[src/common/nvb_pkg.sv]
// package: constants and types for the byte-wide non-volatile array controller
// Behaviour
// - array of 64 bytes, reached only via registers, one byte per operation
// - index register has six writable bits; bits 7..6 read as zero
// - value register is eight-bit read/write: write data and read result
// - control register sits at 40H of bank 1; software points there first
// - control bit 3 is store enable; cleared inhibits programming
// - control bit 2 starts programming; hardware clears it when finished
// - programming start ignored unless store enable was already set
// - control bit 1 is fetch enable; cleared inhibits reads
// - control bit 0 starts a read; hardware clears it when finished
// - read start ignored unless fetch enable was already set
// - fetched byte stays in value register until next read or program
// - programming timed by an asynchronous internal timer, delay undefined
// - power-on clears store enable so no programming occurs
// - programming end sets completion flag and group flag
// - vector only when global, array, group enables set, stack not full
// - service clears only the group flag; software clears completion flag
// - bank selector bit 0 chooses bank; resets to bank 0
package nvb_pkg;
  localparam int          NVB_DEPTH        = 64;
  localparam int          NVB_AW           = 6;
  localparam logic [7:0]  NVB_CTRL_OFFSET  = 8'h40;
  localparam logic [7:0]  NVB_BANK_CTRL    = 8'h01;
  localparam int          NVB_BIT_STORE_EN = 3;
  localparam int          NVB_BIT_STORE_GO = 2;
  localparam int          NVB_BIT_FETCH_EN = 1;
  localparam int          NVB_BIT_FETCH_GO = 0;
  localparam logic [3:0]  NVB_CTRL_RESET   = 4'h0;
  localparam logic [7:0]  NVB_BYTE_RESET   = 8'h00;
  localparam logic [5:0]  NVB_INDEX_RESET  = 6'h00;
  localparam int          NVB_READ_CYCLES  = 2;
  localparam int          NVB_PROG_CYCLES  = 16;

  typedef enum logic [2:0] {
    NVB_IDLE  = 3'b001,
    NVB_FETCH = 3'b010,
    NVB_STORE = 3'b100
  } nvb_state_t;

  // software-side register write strobes, write data and flag clear
  typedef struct packed {
    logic       wr_index;
    logic       wr_value;
    logic       wr_ctrl;
    logic [7:0] wdata;
    logic       clr_flag;
  } nvb_req_t;

  typedef struct packed {
    nvb_state_t state;
    logic [3:0] ctrl;
    logic [5:0] index;
    logic [7:0] value;
    logic [7:0] rd_cnt;
    logic       prog_go;
    logic       sync1;
    logic       sync2;
    logic       sync3;
    logic       done_flag;
    logic       group_flag;
  } nvb_regs_t;
endpackage : nvb_pkg

[src/hw/nvb_ctrl.sv]
// design: byte-wide non-volatile array controller with asynchronous program timer
module nvb_ctrl
  import nvb_pkg::*;
#(
  parameter int PROG_CYCLES = NVB_PROG_CYCLES
) (
  input  wire logic        ref_clk_i,
  input  wire logic        resetn_i,
  input  wire nvb_req_t    req_i,
  input  wire logic        bank_sel_i,
  input  wire logic [7:0]  indirect_ptr_i,
  input  wire logic        global_irq_enable_i,
  input  wire logic        nv_irq_enable_i,
  input  wire logic        group_irq_enable_i,
  input  wire logic        stack_full_i,
  input  wire logic        irq_service_i,
  output logic [7:0]       nv_byte_index_o,
  output logic [7:0]       nv_byte_value_o,
  output logic [7:0]       nv_control_o,
  output logic             nv_irq_flag_o,
  output logic             group_irq_flag_o,
  output logic             irq_vector_o,
  output logic             busy_o
);

  nvb_regs_t r;
  nvb_regs_t next_r;
  logic [7:0] mem [NVB_DEPTH];
  logic       ctrl_hit;
  logic       mem_we;
  logic       prog_done_raw;
  logic [15:0] tmr;
  logic        tmr_done;
  logic        tmr_run;

  //////////////////////////////////////////////////////////////////////////////
  // control register reachable only through bank 1 pointer at 40H
  assign ctrl_hit = req_i.wr_ctrl && bank_sel_i && (indirect_ptr_i == NVB_CTRL_OFFSET);

  //////////////////////////////////////////////////////////////////////////////
  // program timer: free of the register logic, reports done as a level
  // that is caught through a synchroniser
  always_ff @(posedge ref_clk_i or negedge resetn_i) begin
    if (!resetn_i) begin
      tmr      <= 16'h0000;
      tmr_done <= 1'b0;
      tmr_run  <= 1'b0;
    end else if (r.prog_go && !tmr_run && !tmr_done) begin
      tmr_run <= 1'b1;
      tmr     <= 16'h0000;
    end else if (tmr_run) begin
      if (tmr == 16'(PROG_CYCLES - 1)) begin
        tmr_run  <= 1'b0;
        tmr_done <= 1'b1;
      end else begin
        tmr <= tmr + 16'h0001;
      end
    end else if (!r.prog_go) begin
      tmr_done <= 1'b0;
    end
  end
  assign prog_done_raw = tmr_done;

  //////////////////////////////////////////////////////////////////////////////
  always_comb begin
    next_r        = r;
    mem_we        = 1'b0;
    next_r.sync1  = prog_done_raw;
    next_r.sync2  = r.sync1;
    next_r.sync3  = r.sync2;

    if (req_i.wr_index) begin
      next_r.index = req_i.wdata[5:0];
    end
    if (req_i.wr_value) begin
      next_r.value = req_i.wdata;
    end

    if (ctrl_hit) begin
      next_r.ctrl[NVB_BIT_STORE_EN] = req_i.wdata[NVB_BIT_STORE_EN];
      next_r.ctrl[NVB_BIT_FETCH_EN] = req_i.wdata[NVB_BIT_FETCH_EN];
      if (r.state == NVB_IDLE) begin
        // starts only honoured if the enable was set before this write
        if (req_i.wdata[NVB_BIT_STORE_GO] && r.ctrl[NVB_BIT_STORE_EN]) begin
          next_r.ctrl[NVB_BIT_STORE_GO] = 1'b1;
          next_r.state = NVB_STORE;
          next_r.prog_go = 1'b1;
        end else if (req_i.wdata[NVB_BIT_FETCH_GO] && r.ctrl[NVB_BIT_FETCH_EN]) begin
          next_r.ctrl[NVB_BIT_FETCH_GO] = 1'b1;
          next_r.state = NVB_FETCH;
          next_r.rd_cnt = 8'h00;
        end
      end
    end

    case (r.state)
      NVB_IDLE: begin
      end
      NVB_FETCH: begin
        next_r.rd_cnt = r.rd_cnt + 8'h01;
        if (r.rd_cnt == 8'(NVB_READ_CYCLES - 1)) begin
          next_r.value = mem[r.index];
          next_r.ctrl[NVB_BIT_FETCH_GO] = 1'b0;
          next_r.state = NVB_IDLE;
        end
      end
      NVB_STORE: begin
        if (r.sync2 && !r.sync3) begin
          mem_we = 1'b1;
          next_r.prog_go = 1'b0;
          next_r.ctrl[NVB_BIT_STORE_GO] = 1'b0;
          next_r.state = NVB_IDLE;
          next_r.done_flag = 1'b1;
          next_r.group_flag = 1'b1;
        end
      end
      default: begin
        next_r.state = NVB_IDLE;
      end
    endcase

    // set wins over clear for both flags
    if (req_i.clr_flag && !(mem_we)) begin
      next_r.done_flag = 1'b0;
    end
    if (irq_service_i && !(mem_we)) begin
      next_r.group_flag = 1'b0;
    end
  end

  //////////////////////////////////////////////////////////////////////////////
  always_ff @(posedge ref_clk_i or negedge resetn_i) begin
    if (!resetn_i) begin
      r.state      <= NVB_IDLE;
      r.ctrl       <= NVB_CTRL_RESET;
      r.index      <= NVB_INDEX_RESET;
      r.value      <= NVB_BYTE_RESET;
      r.rd_cnt     <= 8'h00;
      r.prog_go    <= 1'b0;
      r.sync1      <= 1'b0;
      r.sync2      <= 1'b0;
      r.sync3      <= 1'b0;
      r.done_flag  <= 1'b0;
      r.group_flag <= 1'b0;
    end else begin
      r <= next_r;
    end
  end

  // array write: one byte per programming cycle
  always_ff @(posedge ref_clk_i) begin
    if (mem_we) begin
      mem[r.index] <= r.value;
    end
  end

  //////////////////////////////////////////////////////////////////////////////
  assign nv_byte_index_o  = {2'b00, r.index};
  assign nv_byte_value_o  = r.value;
  assign nv_control_o     = {4'h0, r.ctrl};
  assign nv_irq_flag_o    = r.done_flag;
  assign group_irq_flag_o = r.group_flag;
  assign busy_o           = (r.state != NVB_IDLE);
  assign irq_vector_o     = global_irq_enable_i && nv_irq_enable_i && group_irq_enable_i
                            && !stack_full_i && r.group_flag && r.done_flag;

endmodule : nvb_ctrl

[config.mk]
export PLATFORM = sky130hd
export DESIGN_NAME = nvb_ctrl
export DESIGN_NICKNAME = d
export VERILOG_FILES = /design/src/common/nvb_pkg.sv /design/src/hw/nvb_ctrl.sv
export SDC_FILE = /design/constraint.sdc
export NUM_CORES = 1
export LEC_CHECK = 0
export ABC_CLOCK_PERIOD_IN_PS = 2400
export BUFFER_PORTS_ARGS = -buffer_cell sky130_fd_sc_hd__buf_2
export CAP_MARGIN = 20
export CORE_ASPECT_RATIO = 0.8
export CORE_MARGIN = 2
export CORE_UTILIZATION = 56
export DETAILED_ROUTE_END_ITERATION = 8
export GPL_ROUTABILITY_DRIVEN = 0
export PLACE_DENSITY = 0.74
export SLEW_MARGIN = 20
export SYNTH_ARGS = -nofsm -noshare
export SYNTH_HDL_FRONTEND = slang
export SYNTH_SLANG_ARGS = --single-unit
[constraint.sdc]
create_clock -name ref_clk_i -period 2.4 [get_ports ref_clk_i]
set_input_delay 0.12 -clock ref_clk_i [delete_from_list [all_inputs] [get_ports ref_clk_i]]
set_output_delay 0.12 -clock ref_clk_i [all_outputs]
set_load 0.02 [all_outputs]
# Word-level counts from Yosys, hierarchy flattened
# Memories as Yosys holds them, arrays and structs flattened.
# Index checks and enable logic that the tools add are counted.
word_totals:
  register_bits: 53
  ramBits: 512
  input_bits: 28
  out_inout_bits: 28
  wordCells: 105
  n_memories: 1
mem_list:
  columns: ["memory", "words", "width", "rd", "rd_clocked_by_memory_dff", "write_ports", "line_no", "text"]
  rows:
  - ["mem", 64, 8, 1, 0, 1, "nvb_ctrl.sv:28", "logic [7:0] mem [NVB_DEPTH];"]
classes:
  n_addsub: 2
  n_eq_ne: 11
  n_mux: 43
  bitwise: 1
  n_reduce_logical: 32
op_table:
  columns: ["cell", "count"]
  rows:
  - ["$mux W16", 4]
  - ["$mux W8", 4]
  - ["$mux W1", 24]
  - ["$mux W9", 2]
  - ["$add A16 B1 Y16 const B", 1]
  - ["$eq A16 B4 Y1 const B", 1]
  - ["$reduce_bool A2 Y1", 8]
  - ["$mux W3", 5]
  - ["$logic_and A1 B1 Y1", 14]
  - ["$pmux W3 S3", 1]
  - ["$add A8 B1 Y8 const B", 1]
  - ["$eq A8 B1 Y1 const B", 1]
  - ["$eq A8 B7 Y1 const B", 1]
  - ["$mux W7", 1]
  - ["$ne A2 B1 Y1 const B", 3]
  - ["$reduce_and A2 Y1", 3]
  - ["$logic_not A1 Y1", 5]
  - ["$mux W2", 2]
  - ["$reduce_and A4 Y1", 1]
  - ["$eq A3 B1 Y1 const B", 1]
  - ["$eq A3 B2 Y1 const B", 1]
  - ["$eq A3 B3 Y1 const B", 1]
  - ["$ne A3 B1 Y1 const B", 1]
  - ["$reduce_and A3 Y1", 1]
  - ["2 further kinds", 2]

# Depth between registers and ports, before layout
# Gate-level depths: netlist of run 1.
depth:
  depth_word: 8
  depth_mapped: 10
  depth_no_buf: 7

# Worst setup path before layout of run 1
# No wires, ideal clock.
synth_timing:
  path_type: "reg2reg"
  startpoint: "register r, in the netlist nv_byte_index_o[2]"
  endpoint: "memory mem[12][0] (enable)"
  setup_time_ns: 0.371
  arrival_ns: 2.033
  required_ns: 2.029
  setup_slack_ns: -0.004
  stages_incl_launch_ff: 7
  n_path_buf: 4
  period_less_slack_ns: 2.404
  cell_sequence: "dfrtp_1 -> buf_2 -> buf_2 -> buf_1 -> clkbuf_1 -> nand3_1 -> nor2_1"
synth_rtl:
  columns: ["item", "line_no", "text"]
  rows:
  - ["start, declared", "nvb_ctrl.sv:26", "nvb_regs_t r;"]
  - ["start signal, assigned", "nvb_ctrl.sv:146", "r <= next_r;"]
  - ["end, declared", "nvb_ctrl.sv:28", null]
# Straight into the memory's write port.

==> metrics.yaml, run 1 <==
timing:
  max_freq_mhz: 410.0
  setup_ws_ns: -0.03920
  setup_viol: 19
  tightest_slew_ns: 0.9710
  finalCriticalPeriod_ns: 2.439
  rsz0062_at_grt: "yes"
  hold_viol_final: 0
  clock_skew_ns: 0.03081
  post-route-period-util_pct: 101.6
  final_max_slew_viol_count: 0
  slew_headroom_pct: 35.27
  setup_tns_ns: -0.2525
power_and_ir_drop:
  p_comb_share_pct: 9.2
  vdd_drop_max_uv: 635.5
  swShare_pct: 23.18
  p_switching_mw: 5.013
  power_frac_clock_pct: 39.7
  intPower_mw: 16.62
  leakage_nw: 9.377
  total_power_mw: 21.63
  power_density_nw_per_um2: 805.9
  p_seq_share_pct: 51.2
route:
  ant_nets: 0
  drt_iter0_markers: 2115
  routedWlPerCell_um: 27.55
  drt_wl_total_mm: 59.57
  first_pass_iters: 6
  viasPerCell: 6.467
  drc: 0
  num_vias: 13981
critical_path:
  critPathMaxFanout: 24
  end_kind: "flip-flop"
  path_buf_inv: 2
  crit_chain: "buf_4 -> mux4_2 -> mux2i_1 -> buf_4 -> o22ai_1 -> nor4_1 -> a22oi_1"
  worst_ep_required_time_ns: 2.84
  cp.arrival_ns: 2.88
  crit_top_cell: "buf_4"
  crit_family: "multiplexers"
  criticalPathCategory: "flip-flop to flip-flop"
  slowest_stage: "mux4_2"
  max_stage_delay_ns: 0.56
  critPathLaunchType: "flip-flop"
synth:
  synth_seq_cells: 565
  synth_edf_count: 512
  yosys.area.top_type_share_pct: 68.13
  synth_top_cell_by_area: "edfxtp_1"
  syn-cell-area_um2: 22570
  ys.flop_type: "edfxtp_1"
  async_flop_share_pct: 9.381
  synth_cells: 1356
  yosysWarnings: 0
  synth_area_per_cell_um2: 16.64
  synth_cell_type_count: 62
  synth_area_leaders: "edfxtp_1, dfrtp_1, mux4_2"
  yosysSeqAreaShare_pct: 74.02
clock_network:
  clockRootBuffer: "clkbuf_16"
  path_clk_slew_ns: 0.08
  cts_buffers: 53
  cts.sinks: 565
  cts_tree: "yes"
  cts_buffer_depth: 3
  clk_latency_ns: 0.60
  cts_htree_levels: 2
floorplan:
  die_area_um2: 41930
  core_area_um2: 39610
  die_w_um: 228.4
  start_util_pct: 56.97
  rows: 65
  io_pins: 56
  die_h_um: 183.5
global_routing:
  antenna_found_initial: 0
  grt_pass1_vias: 13841
  gr-total-overflow: 0
  grt_pass1_wl_mm: 88.91
  grt_usage_pct: 28.87
  grt_max_degree: 54
place:
  placed_cell_area_um2: 24670
  io_buffers: 49
  place_hpwl_mm: 38.57
  dp.cells: 2039
run_status:
  status: "complete, but fails checks"
  violations: "negative setup slack"
layout:
  seq_area_um2: 16720
  layout.nets: 1614
  fin_util_pct: 67.77
  fillerInstances: 2563
  syn_to_final_growth_pct: 18.95
  stdcell_count: 2162
  layout-drive-gt1-share_pct: 28.29
  antenna_cells: 0
  multi_input_area_um2: 5450
  final_cell_area_um2: 26840
job:
  max_cap_violations: 0
hold_path:
  hold_class: "input port to flip-flop"
==> cells in the mapped netlist, drive strengths merged, types with 7 or more instances <==
library cell,n
a211oi,7
a21oi,24
a221oi,57
a22o,14
a22oi,28
a31oi,8
and2,7
and3,10
buf,63
clkbuf,41
dfrtp,52
edfxtp,512
inv,10
mux2,44
mux2i,64
mux4,43
nand2,47
nand3,28
nor2,116
nor2b,11
nor3,7
o21ai,40
o22ai,27
xor2,8
==> timing repair <==
action	CTS	global route
hold buffers	20	0
hold endpoints to repair	70	0
buffers inserted	2	2
pin swaps	0	2
gates resized for setup	8	28
setup endpoints to repair	37	93
gates cloned	0	1
==> area by class of cell <==
class / instances / share of cell area, %
flip-flops and latches: 565 / 62.31
multi-input cells: 682 / 20.31
repair buffers: 271 / 8.172
clock buffers: 66 / 5.282
well taps: 536 / 2.499
clock inverters: 32 / 1.296
inverters: 10 / 0.1398
==> power groups by stage <==
| stage | sequential (mW) | combinational (mW) | clock (mW) |
|---|---|---|---|
| 3_3_place_gp | 11.3 | 1.78 | 0 |
| 3_5_place_dp | 11.3 | 1.81 | 0 |
| 6_report | 11.1 | 1.98 | 8.58 |
| 5_1_grt | 11.1 | 2.05 | 9.01 |
| 4_1_cts | 11.1 | 1.86 | 8.63 |
| 2_1_floorplan | 11.2 | 0.991 | 0 |
==> layout by cell type (no fill, tap or decap), types with 8 or more instances in the layout <==
cell / n
edfxtp_1: 512
buf_4: 181
nor2_1: 113
mux2i_1: 60
clkbuf_16: 56
a221oi_1: 50
buf_2: 49
nand2_1: 47
mux2_2: 44
mux4_2: 43
dfrtp_1: 41
o21ai_0: 36
nand3_1: 27
o22ai_1: 26
a22oi_1: 24
a21oi_1: 23
dlygate4sd3_1: 20
a22o_1: 14
buf_12: 14
clkinv_1: 11
clkbuf_1: 11
and3_1: 10
inv_1: 9
nor2b_1: 9
a31oi_1: 8
xor2_1: 8
dfrtp_2: 8
==> kinds of logic (layout without fill, tap and decap cells) <==
logic type,Yosys count,count (layout),synth area share [%]
flip-flops,565,565,74.02
AND/OR/NAND/NOR,260,260,5.362
AO/OA/AOI/OAI,250,250,8.162
multiplexers,151,151,9.326
buffers and inverters,114,379,2.484
XOR/XNOR,12,12,0.4658
adder cells (fa/ha/maj),3,3,0.1664
other,1,6,0.01662
==> per-layer routing <==
layer | GRT usage (%) | vias up | part of all wire, %
met4 | 11.66 | 0 | 4.1
li1 | - | 5854 | -
met3 | 7.522 | 167 | 13
met5 | 0 | - | 0
met2 | 42.17 | 996 | 44
met1 | 41.88 | 6964 | 39
==> path summary, 6_finish.rpt <==
check,from,endpoint,slack [ns],cells after the start
worst max-delay path,nv_byte_index_o[0],nv_byte_value_o[6],-0.04,7
worst min-delay path,req_i[10],nv_byte_value_o[5],0.10,3
worst max register to register,nv_byte_index_o[0],nv_byte_value_o[6],-0.04,7
worst min register to register,next_r[3],next_r[2],0.34,0
max in group asynchronous,resetn_i,nv_byte_index_o[2],1.63,3
min in group asynchronous,resetn_i,nv_byte_index_o[0],0.21,3
==> worst min-delay path, cell delays in order <==
cell and delay, ns:
buf_2 0.21, a211oi_1 0.24, a31oi_1 0.06
==> flip-flops by register name, indices dropped and copies added (netlist names) <==
| signal | count |
|---|---|
| mem | 512 |
| tmr | 16 |
| r | 13 |
| nv_byte_value_o | 8 |
| nv_byte_index_o | 6 |
| nv_control_o | 4 |
| next_r | 2 |
| group_irq_flag_o | 1 |
| nv_irq_flag_o | 1 |
| prog_done_raw | 1 |
| tmr_run | 1 |
==> per-stage QoR <==
stage / hold slack, ns / setup slack (ns)
floorplan: -0.1756 / -0.003874
global placement: 0.3000 / -0.04406
detailed placement: 0.3064 / -0.06891
CTS: 0.07296 / -0.001403
global route: 0.1270 / -0.08339
finish: 0.1031 / -0.03920
No activity file was read; power rests on OpenSTA's default activity.
==> run 2, diff against run 1 <==
--- a/config.mk
+++ b/config.mk
@@ -9,7 +9,6 @@
 export BUFFER_PORTS_ARGS = -buffer_cell sky130_fd_sc_hd__buf_2
 export CAP_MARGIN = 20
 export CORE_ASPECT_RATIO = 0.8
-export CORE_MARGIN = 2
 export CORE_UTILIZATION = 56
 export DETAILED_ROUTE_END_ITERATION = 8
 export GPL_ROUTABILITY_DRIVEN = 0
==> metrics.yaml, run 2 (synthesized netlist as in run 1, its figures left out) <==
run_status:
  status: "complete, but fails checks"  # unchanged
  violations: "negative setup slack"  # unchanged
clock_network:
  path_clk_slew_ns: 0.07  # was 0.08 ns
  cts.sinks: 565  # unchanged
  clk_latency_ns: 0.59  # was 0.60 ns
  cts_htree_levels: 2  # unchanged
  cts_buffers: 52  # was 53
  clockRootBuffer: "clkbuf_16"  # unchanged
  cts_buffer_depth: 3  # unchanged
  cts_tree: "yes"  # unchanged
critical_path:
  r2r_setup_slack_ns: -0.04  # about the same
  rr_endpoint: "nv_byte_value_o[4]"  # was nv_byte_value_o[6]
  end_kind: "flip-flop"  # unchanged
  r2r-start: "nv_byte_index_o[2]"  # was nv_byte_index_o[0]
  worst_ep_required_time_ns: 2.87  # was 2.84 ns
  r2r_cells: 7  # unchanged
  crit_end: "nv_byte_value_o[4]"  # was nv_byte_value_o[6]
  criticalPathCategory: "flip-flop to flip-flop"  # unchanged
  critPathMaxFanout: 52  # was 24
  cp-startpoint: "nv_byte_index_o[2]"  # was nv_byte_index_o[0]
  critPathLaunchType: "flip-flop"  # unchanged
  cp.arrival_ns: 2.91  # was 2.88 ns
route:
  viasPerCell: 6.459  # was 6.467
  routedWlPerCell_um: 27.34  # was 27.55 µm
  ant_nets: 0  # unchanged
  drc: 0  # unchanged
  num_vias: 13996  # was 13,981
  first_pass_iters: 6  # unchanged
  drt_iter0_markers: 1944  # was 2,115
  drt_wl_total_mm: 59.24  # was 59.57 mm
layout:
  final_common_cell: "edfxtp_1"  # unchanged
  multi_input_area_um2: 5468  # was 5450 µm²
  largest_register_ffs: 512  # unchanged
  layout.nets: 1623  # was 1,614
  layout-drive-gt1-share_pct: 28.69  # was 28.29%
  registers.top_by_ff_count: "mem"  # unchanged
  fillerInstances: 2579  # was 2,563
  syn_to_final_growth_pct: 18.75  # was 18.95%
  seq_area_um2: 16720  # unchanged
  antenna_cells: 0  # unchanged
  layout_common_cells: "edfxtp_1, buf_4, nor2_1"  # unchanged
  reg_top3: "mem: 512 flops, tmr: 16 flops, r: 13 flops"  # unchanged
global_routing:
  grt_pass1_vias: 13515  # was 13,841
  grt_pass1_wl_mm: 86.66  # was 88.91 mm
  antenna_found_initial: 0  # unchanged
  gr-total-overflow: 0  # unchanged
  grt_usage_pct: 29.26  # was 28.87%
  grt_max_degree: 54  # unchanged
floorplan:
  die_w_um: 226.4  # was 228.4 µm
  core_area_um2: 39610  # unchanged
  rows: 65  # unchanged
  die_h_um: 181.5  # was 183.5 µm
  start_util_pct: 56.97  # unchanged
  io_pins: 56  # unchanged
  die_area_um2: 41110  # was 41,930 µm²
timing:
  slew_headroom_pct: 43.86  # was 35.27%
  setup_ws_ns: -0.03547  # was -0.03920 ns
  clock_skew_ns: 0.02098  # was 0.03081 ns
  max_freq_mhz: 410.6  # was 410.0 MHz
  post-route-period-util_pct: 101.5  # was 101.6%
  tightest_slew_ns: 0.8403  # was 0.9710 ns
  setup_tns_ns: -0.04939  # was -0.2525 ns
  rsz0062_at_grt: "yes"  # unchanged
  hold_viol_final: 0  # unchanged
  whs_ns: 0.07766  # was 0.1031 ns
  final_max_slew_viol_count: 0  # unchanged
  setup_viol: 2  # was 19
  finalCriticalPeriod_ns: 2.435  # was 2.439 ns
place:
  place_hpwl_mm: 38.32  # was 38.57 mm
  place_ws_ns: -0.1202  # was -0.06891 ns
  io_buffers: 49  # unchanged
hold_path:
  hold_class: "input port to flip-flop"  # unchanged
power_and_ir_drop:
  leakage_nw: 9.381  # was 9.377 nW
  power_density_nw_per_um2: 781.5  # was 805.9 nW/µm²
  vdd_drop_max_uv: 687.8  # was 635.5 µV
job:
  max_cap_violations: 0  # unchanged
## run 2: critical path, stage by stage, from the launching register on
cell and delay [ns]:
dfrtp_4 0.43, buf_4 0.15, buf_12 0.31, mux2_2 0.39, a22oi_1 0.16, a21boi_0 0.33, o22ai_1 0.16, o31a_1 0.34
## run 2: where the power goes
group	internal [mW]	leakage [nW]	switching [mW]	total [mW]
clock network	4.35	0.771	3.47	7.82
registers	10.9	5.22	0.150	11.0
logic	0.845	3.39	1.25	2.10
## run 2: worst min-delay path by stage
stage	start	to	slack, ns	cells after the start
6_report	req_i[10]	nv_byte_value_o[6]	0.08	3
2_1_floorplan	resetn_i	group_irq_flag_o	-0.18	0
3_5_place_dp	resetn_i	nv_control_o[1]	0.29	2
5_1_grt	req_i[10]	nv_byte_value_o[1]	0.11	3
3_3_place_gp	resetn_i	nv_control_o[1]	0.30	2
4_1_cts	req_i[10]	nv_byte_value_o[6]	0.06	3
## run 2: layout make-up
type	instances	area share [%]
multi-input combinational	682	20.41
inverter	10	0.1401
sequential	565	62.41
clock buffer	64	5.104
clock inverter	29	0.7845
tap	536	2.503
timing repair buffer	281	8.652
## run 2: timing repair
item | 4_1_cts | 5_1_grt
endpoints found under the hold margin | 71 | 0
resized for setup | 12 | 29
buffers inserted | 2 | 8
hold buffers | 21 | 0
endpoints found under the setup margin | 81 | 101
pin swaps | 1 | 2
## run 2: metrics by stage
stage	instance area [µm²]	util, %	instances	power [mW]
floorplan	22580	-	1361	12.21
finish	26800	67.65	2167	20.94
global placement	24760	62.51	2043	13.10
CTS	26610	67.18	2159	20.85
detailed placement	24760	62.51	2043	13.13
global route	26800	67.65	2167	21.42
## run 2: routing by layer
metal / GRT usage, % / up-vias / share of wire [%] / wire length [µm]
li1: - / 5869 / - / -
met1: 43.05 / 6909 / 39 / 23330
met2: 42.29 / 1064 / 43 / 25630
met3: 7.443 / 152 / 13 / 7844
met4: 11.16 / 2 / 4.0 / 2393
met5: 0 / - / 0.061 / 36
==> run 3, diff against run 2 <==
--- a/config.mk
+++ b/config.mk
@@ -9,9 +9,11 @@
 export BUFFER_PORTS_ARGS = -buffer_cell sky130_fd_sc_hd__buf_2
 export CAP_MARGIN = 20
 export CORE_ASPECT_RATIO = 0.8
+export CORE_MARGIN = 2
 export CORE_UTILIZATION = 56
 export DETAILED_ROUTE_END_ITERATION = 8
 export GPL_ROUTABILITY_DRIVEN = 0
+export GPL_TIMING_DRIVEN = 0
 export PLACE_DENSITY = 0.74
 export SLEW_MARGIN = 20
 export SYNTH_ARGS = -nofsm -noshare
==> metrics.yaml, run 3 (synthesized netlist as in run 1, its figures left out) <==
run_status:
  status: "complete, but fails checks"  # unchanged
  violations: "negative setup slack"  # unchanged
critical_path:
  crit_family: "compound AO/OA/AOI/OAI gates"  # unchanged
  slowest_stage: "a221oi_4"  # was dfrtp_4
  crit_end: "nv_byte_value_o[2]"  # was nv_byte_value_o[4]
  cp-startpoint: "nv_byte_index_o[0]"  # was nv_byte_index_o[2]
  crit_chain: "buf_4 -> buf_12 -> inv_4 -> buf_6 -> nand2_1 -> o22ai_1 -> a221oi_4 -> o221ai_2 -> o31a_1"  # was buf_4 -> buf_12 -> mux2_2 -> a22oi_1 -> a21boi_0 -> o22ai_1 -> o31a_1
  rr_endpoint: "nv_byte_value_o[2]"  # was nv_byte_value_o[4]
  criticalPathCategory: "flip-flop to flip-flop"  # unchanged
  r2r_setup_slack_ns: -0.12  # was -0.04 ns
  cp.depth: 9  # was 7
  max_stage_delay_ns: 0.37  # was 0.43 ns
  cp.arrival_ns: 3.00  # was 2.91 ns
  end_kind: "flip-flop"  # unchanged
  path_buf_inv: 4  # was 2
  critPathMaxFanout: 10  # was 52
  worst_ep_required_time_ns: 2.88  # was 2.87 ns
  r2r_cells: 9  # was 7
  r2r-start: "nv_byte_index_o[0]"  # was nv_byte_index_o[2]
  critPathLaunchType: "flip-flop"  # unchanged
clock_network:
  cts_tree: "yes"  # unchanged
  cts_buffers: 52  # unchanged
  cts_htree_levels: 2  # unchanged
  cts.sinks: 565  # unchanged
  cts_buffer_depth: 3  # unchanged
  clk_latency_ns: 0.60  # was 0.59 ns
  path_clk_slew_ns: 0.07  # about the same
  clockRootBuffer: "clkbuf_16"  # unchanged
power_and_ir_drop:
  p_switching_mw: 5.600  # was 4.876 mW
  intPower_mw: 16.49  # was 16.07 mW
  p_comb_share_pct: 11.2  # was 10.0%
  p_seq_share_pct: 50.3  # was 52.6%
  power_density_nw_per_um2: 781.9  # was 781.5 nW/µm²
  vdd_drop_max_uv: 689.0  # was 687.8 µV
  leakage_nw: 9.544  # was 9.381 nW
  swShare_pct: 25.35  # was 23.28%
  power_frac_clock_pct: 38.5  # was 37.3%
timing:
  setup_ws_ns: -0.1152  # was -0.03547 ns
  slew_headroom_pct: 40.67  # was 43.86%
  hold_viol_final: 0  # unchanged
  tightest_slew_ns: 0.8900  # was 0.8403 ns
  post-route-period-util_pct: 104.8  # was 101.5%
  max_freq_mhz: 397.6  # was 410.6 MHz
  final_max_slew_viol_count: 0  # unchanged
  finalCriticalPeriod_ns: 2.515  # was 2.435 ns
  clock_skew_ns: 0.02548  # was 0.02098 ns
  whs_ns: 0.04339  # was 0.07766 ns
  rsz0062_at_grt: "yes"  # unchanged
  setup_viol: 20  # was 2
layout:
  final_common_cell: "edfxtp_1"  # unchanged
  registers.top_by_ff_count: "mem"  # unchanged
  largest_register_ffs: 512  # unchanged
  layout_common_cells: "edfxtp_1, buf_4, nor2_4"  # was edfxtp_1, buf_4, nor2_1
  reg_top3: "mem: 512 flops, tmr: 16 flops, r: 13 flops"  # unchanged
  layout.nets: 1595  # was 1,623
  syn_to_final_growth_pct: 25.21  # was 18.75%
  layout-drive-gt1-share_pct: 35.39  # was 28.69%
  fillerInstances: 2298  # was 2,579
global_routing:
  gr-total-overflow: 0  # unchanged
  grt_max_degree: 67  # was 54
  grt_usage_pct: 35.09  # was 29.26%
  antenna_found_initial: 2  # was 0
  grt_pass1_vias: 14844  # was 13,515
  grt_pass1_wl_mm: 103.5  # was 86.66 mm
place:
  place_ws_ns: -1.962  # was -0.1202 ns
  place_hpwl_mm: 41.93  # was 38.32 mm
  io_buffers: 48  # was 49
hold_path:
  hold_class: "input port to flip-flop"  # unchanged
  worst_hold_startpoint: "req_i[10]"  # unchanged
  whs_path_depth: 4  # was 3
route:
  ant_nets: 0  # unchanged
  num_vias: 15080  # was 13,996
  first_pass_iters: 8  # was 6
  routedWlPerCell_um: 34.71  # was 27.34 µm
  drc: 0  # unchanged
  viasPerCell: 7.040  # was 6.459
  drt_iter0_markers: 2691  # was 1,944
  drt_wl_total_mm: 74.34  # was 59.24 mm
floorplan:
  die_w_um: 228.4  # was 226.4 µm
  die_h_um: 183.5  # was 181.5 µm
  die_area_um2: 41930  # was 41,110 µm²
  core_area_um2: 39610  # unchanged
  rows: 65  # unchanged
  start_util_pct: 56.97  # unchanged
  io_pins: 56  # unchanged
job:
  max_cap_violations: 0  # unchanged
## run 3: changes by cell type in the layout (fill, tap and decap cells not counted), sizes merged
| cell | change |
|---|---|
| clkinv | -3 |
| clkinvlp | -1 |
| diode | +1 |
| dlygate4sd3 | -7 |
| bufinv | +2 |
| buf | -42 |
| inv | +2 |
| clkbuf | +23 |
## run 3: worst min-delay path by stage
stage	endpoint	slack [ns]
after floorplan	group_irq_flag_o	-0.18
after global placement	group_irq_flag_o	0.31
final	nv_byte_value_o[7]	0.04
after global routing	nv_byte_value_o[7]	0.07
after CTS	nv_byte_index_o[2]	0.02
after detailed placement	nv_control_o[1]	0.22
## run 3: final cells by class
cell class | instances | area, µm² | share of cell area [%]
multi-input cells | 682 | 6414 | 22.70
repair buffers | 152 | 1693 | 5.992
plain buffers | 101 | 1006 | 3.561
diodes | 1 | 2.502 | 0.008857
flip-flops and latches | 565 | 16720 | 59.19
clock inverters | 29 | 279.0 | 0.9876
clock buffers | 66 | 1425 | 5.044
well taps | 536 | 670.6 | 2.374
inverters | 10 | 40.04 | 0.1417
## run 3: worst reg2reg max path, delay by kind of cell, from the launching register on
family	cells	cell delay, ns
AOI/OAI and AO/OA	4	1.05
buffers and inverters	4	0.80
DFF	1	0.35
and+or+nand+nor	1	0.23
## run 3: power groups by stage
stage / registers (mW) / logic, mW / clock network [mW]
final: 11.1 / 2.48 / 8.50
after floorplan: 11.2 / 0.991 / 0
after CTS: 11.1 / 2.08 / 8.35
after detailed placement: 11.3 / 1.81 / 0
after global routing: 11.1 / 2.48 / 8.83
after global placement: 11.4 / 1.69 / 0
## run 3: stage by stage
stage / utilization (%) / setup TNS, ns / power, mW / instance area [µm²] / std cells
6_report: 71.33 / -0.5753 / 22.09 / 28250 / 2142
5_1_grt: 71.33 / -0.3373 / 22.41 / 28250 / 2141
4_1_cts: 69.71 / -0.1984 / 21.52 / 27610 / 2130
3_5_place_dp: 59.59 / -749.50 / 13.11 / 23600 / 1949
3_3_place_gp: 59.32 / -842.39 / 13.06 / 23500 / 1945
2_1_floorplan: - / -0.9916 / 12.21 / 22580 / 1361
## run 3: what timing repair did
item	CTS	global route
cloned	0	1
setup endpoints to repair	523	508
setup buffers	74	10
hold buffers	14	0
gates resized for setup	326	136
hold endpoints to repair	71	0
pin swaps	47	12
## run 3: metal layers
layer | track usage, % | up-vias | routed length (µm) | share of wire [%]
met3 | 15.76 | 364 | 12590 | 17
li1 | - | 5824 | - | -
met4 | 19.22 | 4 | 4635 | 6.2
met2 | 50.33 | 1471 | 31930 | 43
met1 | 44.95 | 7417 | 25140 | 34
met5 | 0.4630 | - | 53 | 0.071
